**src/verilog/arb_map.svh**
```systemverilog
// Constant map for the four-master priority arbiter
`ifndef ARB_MAP_SVH
`define ARB_MAP_SVH

// Number of masters on the shared bus
`define ARB_MASTERS 4
// Flip-flops in each pin synchroniser
`define ARB_SYNC_STAGES 2
// Inactive level of an active-low line
`define ARB_LINE_IDLE 1'b1

`endif

```
**src/verilog/arb_pkg.sv**
```systemverilog
// Types shared by the arbiter modules
`default_nettype none

package arb_pkg;

   // Arbitration sequencer states
   typedef enum logic [1:0] {
      ST_IDLE,
      ST_OWNED,
      ST_WAIT
   } arb_state_e;

endpackage

`default_nettype wire

```
**src/verilog/arb_pick_if.sv**
```systemverilog
// Carrier between the arbiter core and its priority picker
`timescale 1ns/1ps
`default_nettype none

interface arb_pick_if #(
   parameter int N  = 4,
   parameter int IW = 2
);
   logic [N-1:0]  req;        // Synchronised requests, active high
   logic [IW-1:0] owner;      // Index of the present owner
   logic          has_owner;  // A grant is presently out
   logic          valid;      // Some master requests
   logic [IW-1:0] idx;        // Highest-priority requester
   logic          higher;     // A master above the owner requests

   // Core side
   modport core (output req, output owner, output has_owner,
                 input valid, input idx, input higher);
   // Picker side
   modport pick (input req, input owner, input has_owner,
                 output valid, output idx, output higher);
endinterface

`default_nettype wire

```
**src/verilog/four_master_priority_arbiter.sv**
```systemverilog
// Four-master fixed-priority bus arbiter with bus lock
// What this block does
// - Four active-low request lines, one per master
// - Line zero always wins, line three loses
// - Owner holds lock low while using bus
// - No new grant while lock is low
// - One active-low grant output per master
// - Hold grant under lock; drop on higher request
// - Preempting master waits for lock release
// - Low reset initialises all arbitration state
`timescale 1ns/1ps
`default_nettype none
`include "arb_map.svh"

module four_master_priority_arbiter
   import arb_pkg::*;
#(
   parameter int N = `ARB_MASTERS
) (
   // Clock and synchronous reset
   input  wire logic         clk_sys,
   input  wire logic         rst_n,
   // Master request and shared lock pins
   input  wire logic [N-1:0] bus_req_n,
   input  wire logic         bus_lock_n,
   // Grant pins, one per master
   output var  logic [N-1:0] bus_gnt_n
);

   localparam int IW = (N > 1) ? $clog2(N) : 1;  // Owner index width

   logic [N-1:0]  req_m;      // Request synchroniser, first stage
   logic [N-1:0]  req_n_s;    // Request synchroniser, second stage
   logic          lock_m;     // Lock synchroniser, first stage
   logic          lock_n_s;   // Lock synchroniser, second stage
   logic [N-1:0]  req_s;      // Requests, active high
   logic          lock_s;     // Bus occupied, active high
   logic [N-1:0]  gnt;        // Grants, active high
   logic [IW-1:0] owner;      // Index of the granted master
   arb_state_e    state;      // Sequencer state

   // Carrier to the priority picker
   arb_pick_if #(.N(N), .IW(IW)) pick_bus ();

   // Priority picker
   arb_pick #(.N(N), .IW(IW)) u_pick (
      .p (pick_bus.pick)
   );

   // Pin synchronisers; idle level after reset
   // Request and lock pins come from other masters with no timing relation
   // to this clock, so logic reads only the second stage; the reset value
   // is the idle pin level so no request appears out of reset
   always_ff @(posedge clk_sys) begin
      if (!rst_n) begin
         req_m    <= {N{`ARB_LINE_IDLE}};
         req_n_s  <= {N{`ARB_LINE_IDLE}};
         lock_m   <= `ARB_LINE_IDLE;
         lock_n_s <= `ARB_LINE_IDLE;
      end else begin
         req_m    <= bus_req_n;
         req_n_s  <= req_m;
         lock_m   <= bus_lock_n;
         lock_n_s <= lock_m;
      end
   end

   // Active-high views of the synchronised pins
   assign req_s  = ~req_n_s;
   assign lock_s = ~lock_n_s;
   assign gnt    = ~bus_gnt_n;

   // Feed the picker
   assign pick_bus.req       = req_s;
   assign pick_bus.owner     = owner;
   assign pick_bus.has_owner = (state == ST_OWNED);

   // Grant sequencer: grants, owner and state move together
   // A preempted owner is never handed straight to the new master: the
   // sequencer parks in ST_WAIT, returns to ST_IDLE once lock clears and
   // only then picks again, which leaves at least two idle cycles between grants
   always_ff @(posedge clk_sys) begin
      if (!rst_n) begin
         state     <= ST_IDLE;
         owner     <= '0;
         bus_gnt_n <= {N{`ARB_LINE_IDLE}};
      end else begin
         case (state)
            // Bus free of grants; give one only once lock is released
            ST_IDLE: begin
               if (!lock_s && pick_bus.valid) begin
                  state     <= ST_OWNED;
                  owner     <= pick_bus.idx;
                  bus_gnt_n <= ~({{(N-1){1'b0}}, 1'b1} << pick_bus.idx);
               end
            end
            // Owner holds the bus
            ST_OWNED: begin
               if (pick_bus.higher) begin
                  // Higher master appeared: withdraw now, grant later
                  state     <= ST_WAIT;
                  bus_gnt_n <= {N{`ARB_LINE_IDLE}};
               end else if (!lock_s && !req_s[owner]) begin
                  // Owner done and not locking: release the bus
                  state     <= ST_IDLE;
                  bus_gnt_n <= {N{`ARB_LINE_IDLE}};
               end
            end
            // Preempted owner still locks; hold every grant off
            ST_WAIT: begin
               if (!lock_s) begin
                  state <= ST_IDLE;
               end
            end
            // Unused code returns to idle
            default: begin
               state     <= ST_IDLE;
               bus_gnt_n <= {N{`ARB_LINE_IDLE}};
            end
         endcase
      end
   end

   // Checks below hold the grant pins against the sequencer and the
   // synchronised pins; all of them sample on the rising clock edge

   // Reset leaves every grant inactive at the next edge
   a_reset_idle_gnt: assert property (@(posedge clk_sys) !rst_n |=> &bus_gnt_n)
      else $error("grant active after reset");

   // Never more than one grant
   a_gnt_one_hot: assert property (@(posedge clk_sys) disable iff (!rst_n)
      $onehot0(gnt))
      else $error("more than one grant active");

   // Grant lines mirror the sequencer state
   a_gnt_state_match: assert property (@(posedge clk_sys) disable iff (!rst_n)
      (state == ST_OWNED) == (gnt == ({{(N-1){1'b0}}, 1'b1} << owner)))
      else $error("grant does not match owner");

   // Lock pin held low reaches the internal busy view
   a_lock_sync_path: assert property (@(posedge clk_sys) disable iff (!rst_n)
      (!bus_lock_n)[*3] |-> lock_s)
      else $error("lock not seen after two stages");

   // No new grant while lock is asserted
   a_no_grant_lock: assert property (@(posedge clk_sys) disable iff (!rst_n)
      (gnt == '0 && lock_s) |=> gnt == '0)
      else $error("grant issued under lock");

   // Free bus goes to the highest-priority requester
   a_prio_winner: assert property (@(posedge clk_sys) disable iff (!rst_n)
      (state == ST_IDLE && gnt == '0 && !lock_s && pick_bus.valid)
      |=> gnt == ({{(N-1){1'b0}}, 1'b1} << $past(pick_bus.idx)))
      else $error("grant not to highest requester");

   // Without requests no grant appears
   a_no_req_idle: assert property (@(posedge clk_sys) disable iff (!rst_n)
      (gnt == '0 && !pick_bus.valid) |=> gnt == '0)
      else $error("grant without request");

   // Owner keeps the grant under lock unless preempted; drops when preempted
   a_hold_or_drop: assert property (@(posedge clk_sys) disable iff (!rst_n)
      (state == ST_OWNED && lock_s)
      |=> ($past(pick_bus.higher) ? gnt == '0 : $stable(gnt)))
      else $error("owner grant wrong under lock");

   // Preempting master stays ungranted until lock releases
   a_wait_release: assert property (@(posedge clk_sys) disable iff (!rst_n)
      (state == ST_WAIT && lock_s) |=> gnt == '0 ##0 state == ST_WAIT)
      else $error("grant given before lock release");

   // Requests reach the picker exactly two edges after the pins
   a_req_sync_path: assert property (@(posedge clk_sys) disable iff (!rst_n)
      ($past(rst_n) && $past(rst_n, 2)) |-> req_s == ~$past(bus_req_n, 2))
      else $error("request not seen after two stages");

   // Lock pin held high reads as a free bus
   a_lock_free_path: assert property (@(posedge clk_sys) disable iff (!rst_n)
      (bus_lock_n)[*3] |-> !lock_s)
      else $error("lock release not seen after two stages");

   // A fresh grant goes to a master that was requesting
   a_gnt_needs_req: assert property (@(posedge clk_sys) disable iff (!rst_n)
      (gnt == '0) ##1 (gnt != '0) |-> (gnt & $past(req_s)) != '0)
      else $error("grant to a master that did not request");

   // No line numbered below a fresh grant was requesting
   a_prio_lowest_line: assert property (@(posedge clk_sys) disable iff (!rst_n)
      (gnt == '0) ##1 (gnt != '0)
      |-> ($past(req_s) & (gnt - {{(N-1){1'b0}}, 1'b1})) == '0)
      else $error("grant passed over a higher requester");

   // Owner keeps the bus while it locks and nobody above asks
   a_owner_held: assert property (@(posedge clk_sys) disable iff (!rst_n)
      (state == ST_OWNED && lock_s && !pick_bus.higher) |=> state == ST_OWNED)
      else $error("owner lost the bus under lock");

   // Owner done with the lock released gives the bus back
   a_release_free: assert property (@(posedge clk_sys) disable iff (!rst_n)
      (state == ST_OWNED && !pick_bus.higher && !lock_s && !req_s[owner]) |=> gnt == '0)
      else $error("grant kept after release");

   // Higher request withdraws the grant whatever the lock does
   a_drop_on_higher: assert property (@(posedge clk_sys) disable iff (!rst_n)
      (state == ST_OWNED && pick_bus.higher) |=> (gnt == '0 && state == ST_WAIT))
      else $error("grant kept despite higher request");

   // Lock release after preemption returns to idle without a grant
   a_wait_to_idle: assert property (@(posedge clk_sys) disable iff (!rst_n)
      (state == ST_WAIT && !lock_s) |=> (state == ST_IDLE && gnt == '0))
      else $error("wait state left wrongly");

   // Grant lines only hold or clear; a handoff passes through idle
   a_handoff_gap: assert property (@(posedge clk_sys) disable iff (!rst_n)
      (gnt != '0) |=> (gnt == '0 || $stable(gnt)))
      else $error("grant moved without an idle cycle");

   // Reset clears the sequencer and both synchroniser views
   a_reset_state: assert property (@(posedge clk_sys)
      !rst_n |=> (state == ST_IDLE && req_s == '0 && !lock_s))
      else $error("state not cleared by reset");

endmodule

`default_nettype wire

```
**src/verilog/arb_pick.sv**
```systemverilog
// Fixed-priority picker: line zero wins, highest line loses
`timescale 1ns/1ps
`default_nettype none

module arb_pick #(
   parameter int N  = 4,
   parameter int IW = 2
) (
   // Picker side of the carrier
   arb_pick_if.pick p
);

   // Scan from lowest priority up so line zero overrides all
   always_comb begin
      p.valid = 1'b0;
      p.idx   = '0;
      for (int i = N - 1; i >= 0; i--) begin
         if (p.req[i]) begin
            p.valid = 1'b1;
            p.idx   = IW'(i);
         end
      end
   end

   // Any request on a line numbered below the owner preempts it
   always_comb begin
      p.higher = 1'b0;
      for (int i = 0; i < N; i++) begin
         if (p.has_owner && p.req[i] && (i < int'(p.owner))) begin
            p.higher = 1'b1;
         end
      end
   end

endmodule

`default_nettype wire

```
**config.mk**
```make
export PLATFORM = sky130hd
export DESIGN_NAME = four_master_priority_arbiter
export DESIGN_NICKNAME = d
export VERILOG_FILES = /design/src/verilog/arb_pkg.sv /design/src/verilog/arb_pick_if.sv /design/src/verilog/four_master_priority_arbiter.sv /design/src/verilog/arb_pick.sv
export VERILOG_INCLUDE_DIRS = /design/src /design/src/verilog
export SDC_FILE = /design/constraint.sdc
export NUM_CORES = 1
export LEC_CHECK = 0
export BUFFER_PORTS_ARGS = -buffer_cell sky130_fd_sc_hd__buf_2
export CORE_MARGIN = 1.5
export CORE_UTILIZATION = 51
export DETAILED_ROUTE_END_ITERATION = 7
export HOLD_SLACK_MARGIN = 0.08
export PLACE_DENSITY = 0.73
export RECOVER_POWER = 50
export REMOVE_ABC_BUFFERS = 1
export SETUP_SLACK_MARGIN = 0.5
export SLEW_MARGIN = 20
export SYNTH_ARGS = -nofsm -noshare
export SYNTH_HDL_FRONTEND = slang
export SYNTH_SLANG_ARGS = --single-unit
```
**constraint.sdc**
```tcl
create_clock -name clk_sys -period 1.56 [get_ports clk_sys]
set_input_delay 0.156 -clock clk_sys [delete_from_list [all_inputs] [get_ports clk_sys]]
set_output_delay 0.156 -clock clk_sys [all_outputs]
set_load 0.02 [all_outputs]
```
* After elaboration in Yosys (flattened, before gate mapping)
Cells that the tools add are included.
** Cells by class
- Add/sub/neg operators :: 0
- Multiply operators :: 0
- Div/mod/pow operators :: 0
- Order comparisons :: 4
- Equal/unequal tests :: 5
- Shift operators :: 1
- Mux-type cells :: 22
- Bitwise logic cells :: 3
- Reductions and logical operators :: 13
** Operator list (number)
- $mux W2 :: 8
- $mux W4 :: 3
- $pmux W4 S3 :: 1
- $logic_and A1 B1 Y1 :: 8
- $mux W1 :: 8
- $not A4 Y4 :: 2
- $pmux W2 S3 :: 1
- $reduce_and A3 Y1 :: 2
- $lt A1 B2 Y1 const A :: 2
- $ne A2 B2 Y1 const B :: 2
- $shl A1 B2 Y4 const A :: 1
- $lt A2 B3 Y1 const B :: 1
- $ne A3 B3 Y1 const B :: 1
- $bmux W1 S2 :: 1
- $eq A2 B1 Y1 const B :: 1
- $eq A2 B2 Y1 const B :: 1
- $logic_not A2 Y1 :: 1
- $lt A2 B2 Y1 const A :: 1
- $reduce_and A2 Y1 :: 1
- $logic_not A1 Y1 :: 1
- $not A1 Y1 :: 1
** Word-level totals
- Register bits :: 18
- Bits in latches :: 0
- Memory bits (writable) :: 0
- Bits in read-only memories :: 0
- Input port bits :: 7
- Output and inout bits :: 4
- Word-level logic and storage cells :: 55
- Memories :: 0

* Logic depth before layout (Yosys ltp)
- Word-level depth :: 9
- Gate-level depth with buffers :: 5
- Depth with buffers taken out :: 5

* Modules after synthesis
From an unflattened synthesis, not the netlist that was laid out.
** Unflattened totals
- Cells, all modules :: 73
- Area total of the unflattened synthesis :: 718.2 µm²
** Modules (own cells, without submodules)
- four_master_priority_arbiter :: times used 1, cells an instance 62, area an instance 661.9 µm², sequential area each 360.3 µm²
- arb_pick :: times used 1, cells an instance 11, area an instance 56.3 µm², sequential area each 0.0 µm²

* Worst setup path after synthesis
No wires, ideal clock.
- Path type :: flip-flop to flip-flop
- Start :: reg req_n_s[1]
- End :: reg state[0]
- Setup time :: 0.116 ns
- Arrival time :: 1.139 ns
- Required time :: 1.444 ns
- Path slack :: 0.306 ns
- Stages on the path, launching flop included :: 6
- Buffers on the path :: 0
- Clock period less this slack :: 1.254 ns
- Cells stage by stage :: dfxtp_1 > inv_2 > a211o_1 > a31oi_1 > o21ai_1 > and3b_1
** On the way
- Longest elaborated chain between the ends :: 7
- Elaborated cells on any way between the ends :: 17
- Classes of those cells :: eq/ne: 2; mux: 8; bitwise: 1; reduce/logical: 6
** RTL lines
- start, declared :: RTL line four_master_priority_arbiter.sv:33 : logic [N-1:0] req_n_s;
- start signal, assigned :: RTL line four_master_priority_arbiter.sv:57 : req_n_s <= {N{`ARB_LINE_IDLE}};
- start signal, assigned :: RTL line four_master_priority_arbiter.sv:62 : req_n_s <= req_m;
- $not A4 Y4 * :: RTL line four_master_priority_arbiter.sv:69 : assign req_s = ~req_n_s;
- $bmux W1 S2 / $logic_and A1 B1 Y1 (equally long branches) :: RTL line four_master_priority_arbiter.sv:103, arb_pick.sv:29
- $mux W1 (implied by the code) / $logic_and A1 B1 Y1 (equally long branches) :: RTL line four_master_priority_arbiter.sv:103, arb_pick.sv:29
- $logic_not A1 Y1 / $mux W1 (equally long branches) :: RTL line four_master_priority_arbiter.sv:103, arb_pick.sv:29
- $logic_and A1 B1 Y1 / $mux W1 (equally long branches) :: RTL line four_master_priority_arbiter.sv:103, arb_pick.sv:29
- $ne A3 B3 Y1 (no source line) / $mux W2 (equally long branches)
- $reduce_and A3 Y1 (no source line) / $pmux W2 S3 (equally long branches)
- end signal, assigned :: RTL line four_master_priority_arbiter.sv:101 : state <= ST_WAIT;
- end signal, assigned :: RTL line four_master_priority_arbiter.sv:105 : state <= ST_IDLE;
- end signal, assigned :: RTL line four_master_priority_arbiter.sv:112 : state <= ST_IDLE;
- end, declared :: RTL line four_master_priority_arbiter.sv:40 : arb_state_e state;
Mark *: on every way between the ends. The rest lies on a longest branch, timed or not. The select of a mux whose other input is x is not followed.
A chain may end at the register's enable or synchronous reset.

* Final worst setup path
Same ends and word-level chain as after synthesis.

==> results.toml <==
[clocking]
clock_latency_ns = 0.29
clk_path_buf_depth = 2
cts.sink_count = 18
clk_pin_slew_worst_paths_ns = 0.10
htreeDepth = 1
numCtsBuffers = 3
cts_root_buf = "clkbuf_4"
cts_tree = "done"

[synth]
synth_top_family_by_area = "simple AND/OR/NAND/NOR gates"
ys_seq_elements = 18
syn_area_per_cell_um2 = 9.08
synthTopCellsByArea = "dfxtp_1 (52%), nand2b_1 (9.8%), a21oi_1 (5.7%)"
synth_mux_area_share_pct = 2.86
synth-edff-count = 0
yosys.area.top_type_share_pct = 51.5
synth_common_cells = "dfxtp_1 (18), nand2b_1 (11), a21oi_1 (8)"
synth_ff_type = "dfxtp_1"
synth_top_area_cell = "dfxtp_1"
ys_async_sr_fraction_pct = 0
synth.distinct_cells = 19
yosysMostFrequentCell = "dfxtp_1"
synthAdderAreaFrac_pct = 0
synth-seq-area-share_pct = 51.5
syn_area_um2 = 699
syn_inst = 77
yosysWarnings = 0
synth_xor_area_share_pct = 0
yosys.area_share.simple_pct = 30.2
synth_compound_area_share_pct = 13.2

[worst_setup_path]
r2r_slack_ns = 0.31
cp.arrival_ns = 1.45
path_cells = "inv_2, a211o_1, a31oi_4, o21ai_1, and3b_1"
worstSetupStartpointType = "flip-flop"
endpoint = "state[0]$_SDFFE_PN0P_"
required_ns = 1.75
crit_path_max_fanout = 3
critPathBufInv = 1
cpMaxStageDelayCell = "dfxtp_2"
path_delay_family = "compound AO/OA/AOI/OAI gates"
critical_path_depth = 5
max_stage_delay_ns = 0.39
r2r-start = "req_n_s[1]$_SDFF_PN1_"
crit_type = "flip-flop to flip-flop"
critPathCaptureType = "flip-flop"
cp-startpoint = "req_n_s[1]$_SDFF_PN1_"
r2r_end = "state[0]$_SDFFE_PN0P_"
reg2reg_depth = 5

[power_and_ir_drop]
irDropWorstVdd_v = 0.000688
p_clk_share_pct = 30.8
p_sw_share_pct = 24.9
p_per_area_nw_per_um2 = 943
share_comb_of_total_power_pct = 14.7
p_int_uw = 691
power.share.sequential_pct = 54.6
power_switching_uw = 229
leakagePower_uw = 0.000397

[flow_run]
cap_violations = 0

[floorplan]
rows = 13
core_area_um2 = 1280
dieWidth_um = 40.0
die_h_um = 40.0
start_util_pct = 54.4
ios = 11
die_area_um2 = 1600

[finish]
nFillCells = 84
areaGrowthSynthToFinish_pct = 39.5
ff_latch_area_um2 = 378
multi_input_area_um2 = 402
diodes = 0
final_nets = 107
drive_gt1_share_pct = 37.4

[place]
pre_cts_ws_ns = 0.187
place_hpwl_um = 917
io_buffers = 10
gp_congestion = 0.807

[sta]
whs_ns = 0.109
fmaxAchievable_mhz = 798
setup_viol = 0
drv_slew = 0
period_share_pct = 80.4
hold_viol_final = 0
slew_headroom_pct = 74.1
period_needed_ns = 1.25
rsz0062_at_grt = "yes"
setup_ws_ns = 0.306
worstMarginPinSlew_ns = 0.387
setup_tns_ns = 0
skew_ns = 0.00133

[status]
status = "completed"

[global_routing]
grt_max_degree = 12
antenna_found_initial = 0
grt_pass1_vias = 534
grt_pass1_wl_um = 2210
grt_use_total_pct = 22.0
overflow = 0

[routing]
wl_per_cell_um = 13.1
vias_per_cell = 5.19
route.vias.total = 592
drt_wl_total_um = 1500
drt_iter0_drc = 9
postRouteAntennaNets = 0
drc = 0
firstDrtPassIters = 4

[min_path]
hold_path.class = "primary input to flip-flop"
hp-start = "rst_n"
[logic make-up after synthesis]
group | count (synthesis)
and+or+nand+nor | 37
DFF | 18
AOI/OAI and AO/OA | 16
buffers and inverters | 4
muxes | 2
[flip-flops by register name (all words and copies together) (netlist names)]
register,cells
bus_gnt_n,4
req_m,4
req_n_s,4
owner,2
state,2
lock_m,1
lock_n_s,1
[cells in the final DEF, fill, tap and decap left out, types with 2 or more instances in the layout]
master	instances
nor2b_4	2
nand2_1	5
inv_2	2
nand2b_1	11
mux2i_1	2
dfxtp_4	4
clkbuf_4	3
buf_4	4
dlygate4sd3_1	5
o21ai_2	2
buf_2	10
a21oi_1	8
nor3_1	3
dfxtp_1	12
nor3b_1	4
dfxtp_2	2
nor2b_1	2
o21ai_0	2
nor2_1	4
[metrics by stage]
stage	utilization, %	area (µm²)	instances	total power, µW
2_1_floorplan	-	696	76	569
3_3_place_gp	60.1	772	102	600
3_5_place_dp	60.1	772	102	602
4_1_cts	73.0	938	112	920
5_1_grt	75.9	976	114	970
6_report	75.9	976	114	920
[how the worst min path moves through the flow]
stage                       endpoint  slack (ns)  depth (start not counted)
2_1_floorplan      lock_m$_SDFF_PN1_        0.23                          1
3_3_place_gp       lock_m$_SDFF_PN1_        0.34                          2
3_5_place_dp     req_m[2]$_SDFF_PN1_        0.34                          2
4_1_cts        req_n_s[0]$_SDFF_PN1_        0.10                          2
5_1_grt        req_n_s[0]$_SDFF_PN1_        0.10                          2
6_report       req_n_s[0]$_SDFF_PN1_        0.11                          2
[power by group through the flow]
stage	sequential, µW	combinational, µW	clock (µW)
3_5_place_dp	509	93.4	0
2_1_floorplan	510	59.3	0
5_1_grt	506	146	317
3_3_place_gp	508	91.9	0
6_report	503	135	283
4_1_cts	503	122	294
[metal layers]
metal	share of wire, %	up-vias	GRT usage [%]
met4	0.74	0	20.7
met2	53	10	35.9
li1	-	310	-
met5	0	-	0
met3	2.4	2	5.00
met1	44	270	22.9
[cell type report]
cell class | count | area share [%]
clock buffer | 4 | 3.72
inverter | 3 | 1.15
multi-input combinational | 55 | 41.2
sequential | 18 | 38.7
tap | 15 | 1.92
timing repair buffer | 19 | 13.3
[what timing repair did]
item,in CTS,in global routing
hold buffers,5,0
hold endpoints to repair,5,0
pin swaps,9,5
resized for setup,19,8
buffers inserted,1,2
setup endpoints to repair,7,7
gates cloned,0,0
No activity file was read; power rests on OpenSTA's default activity.
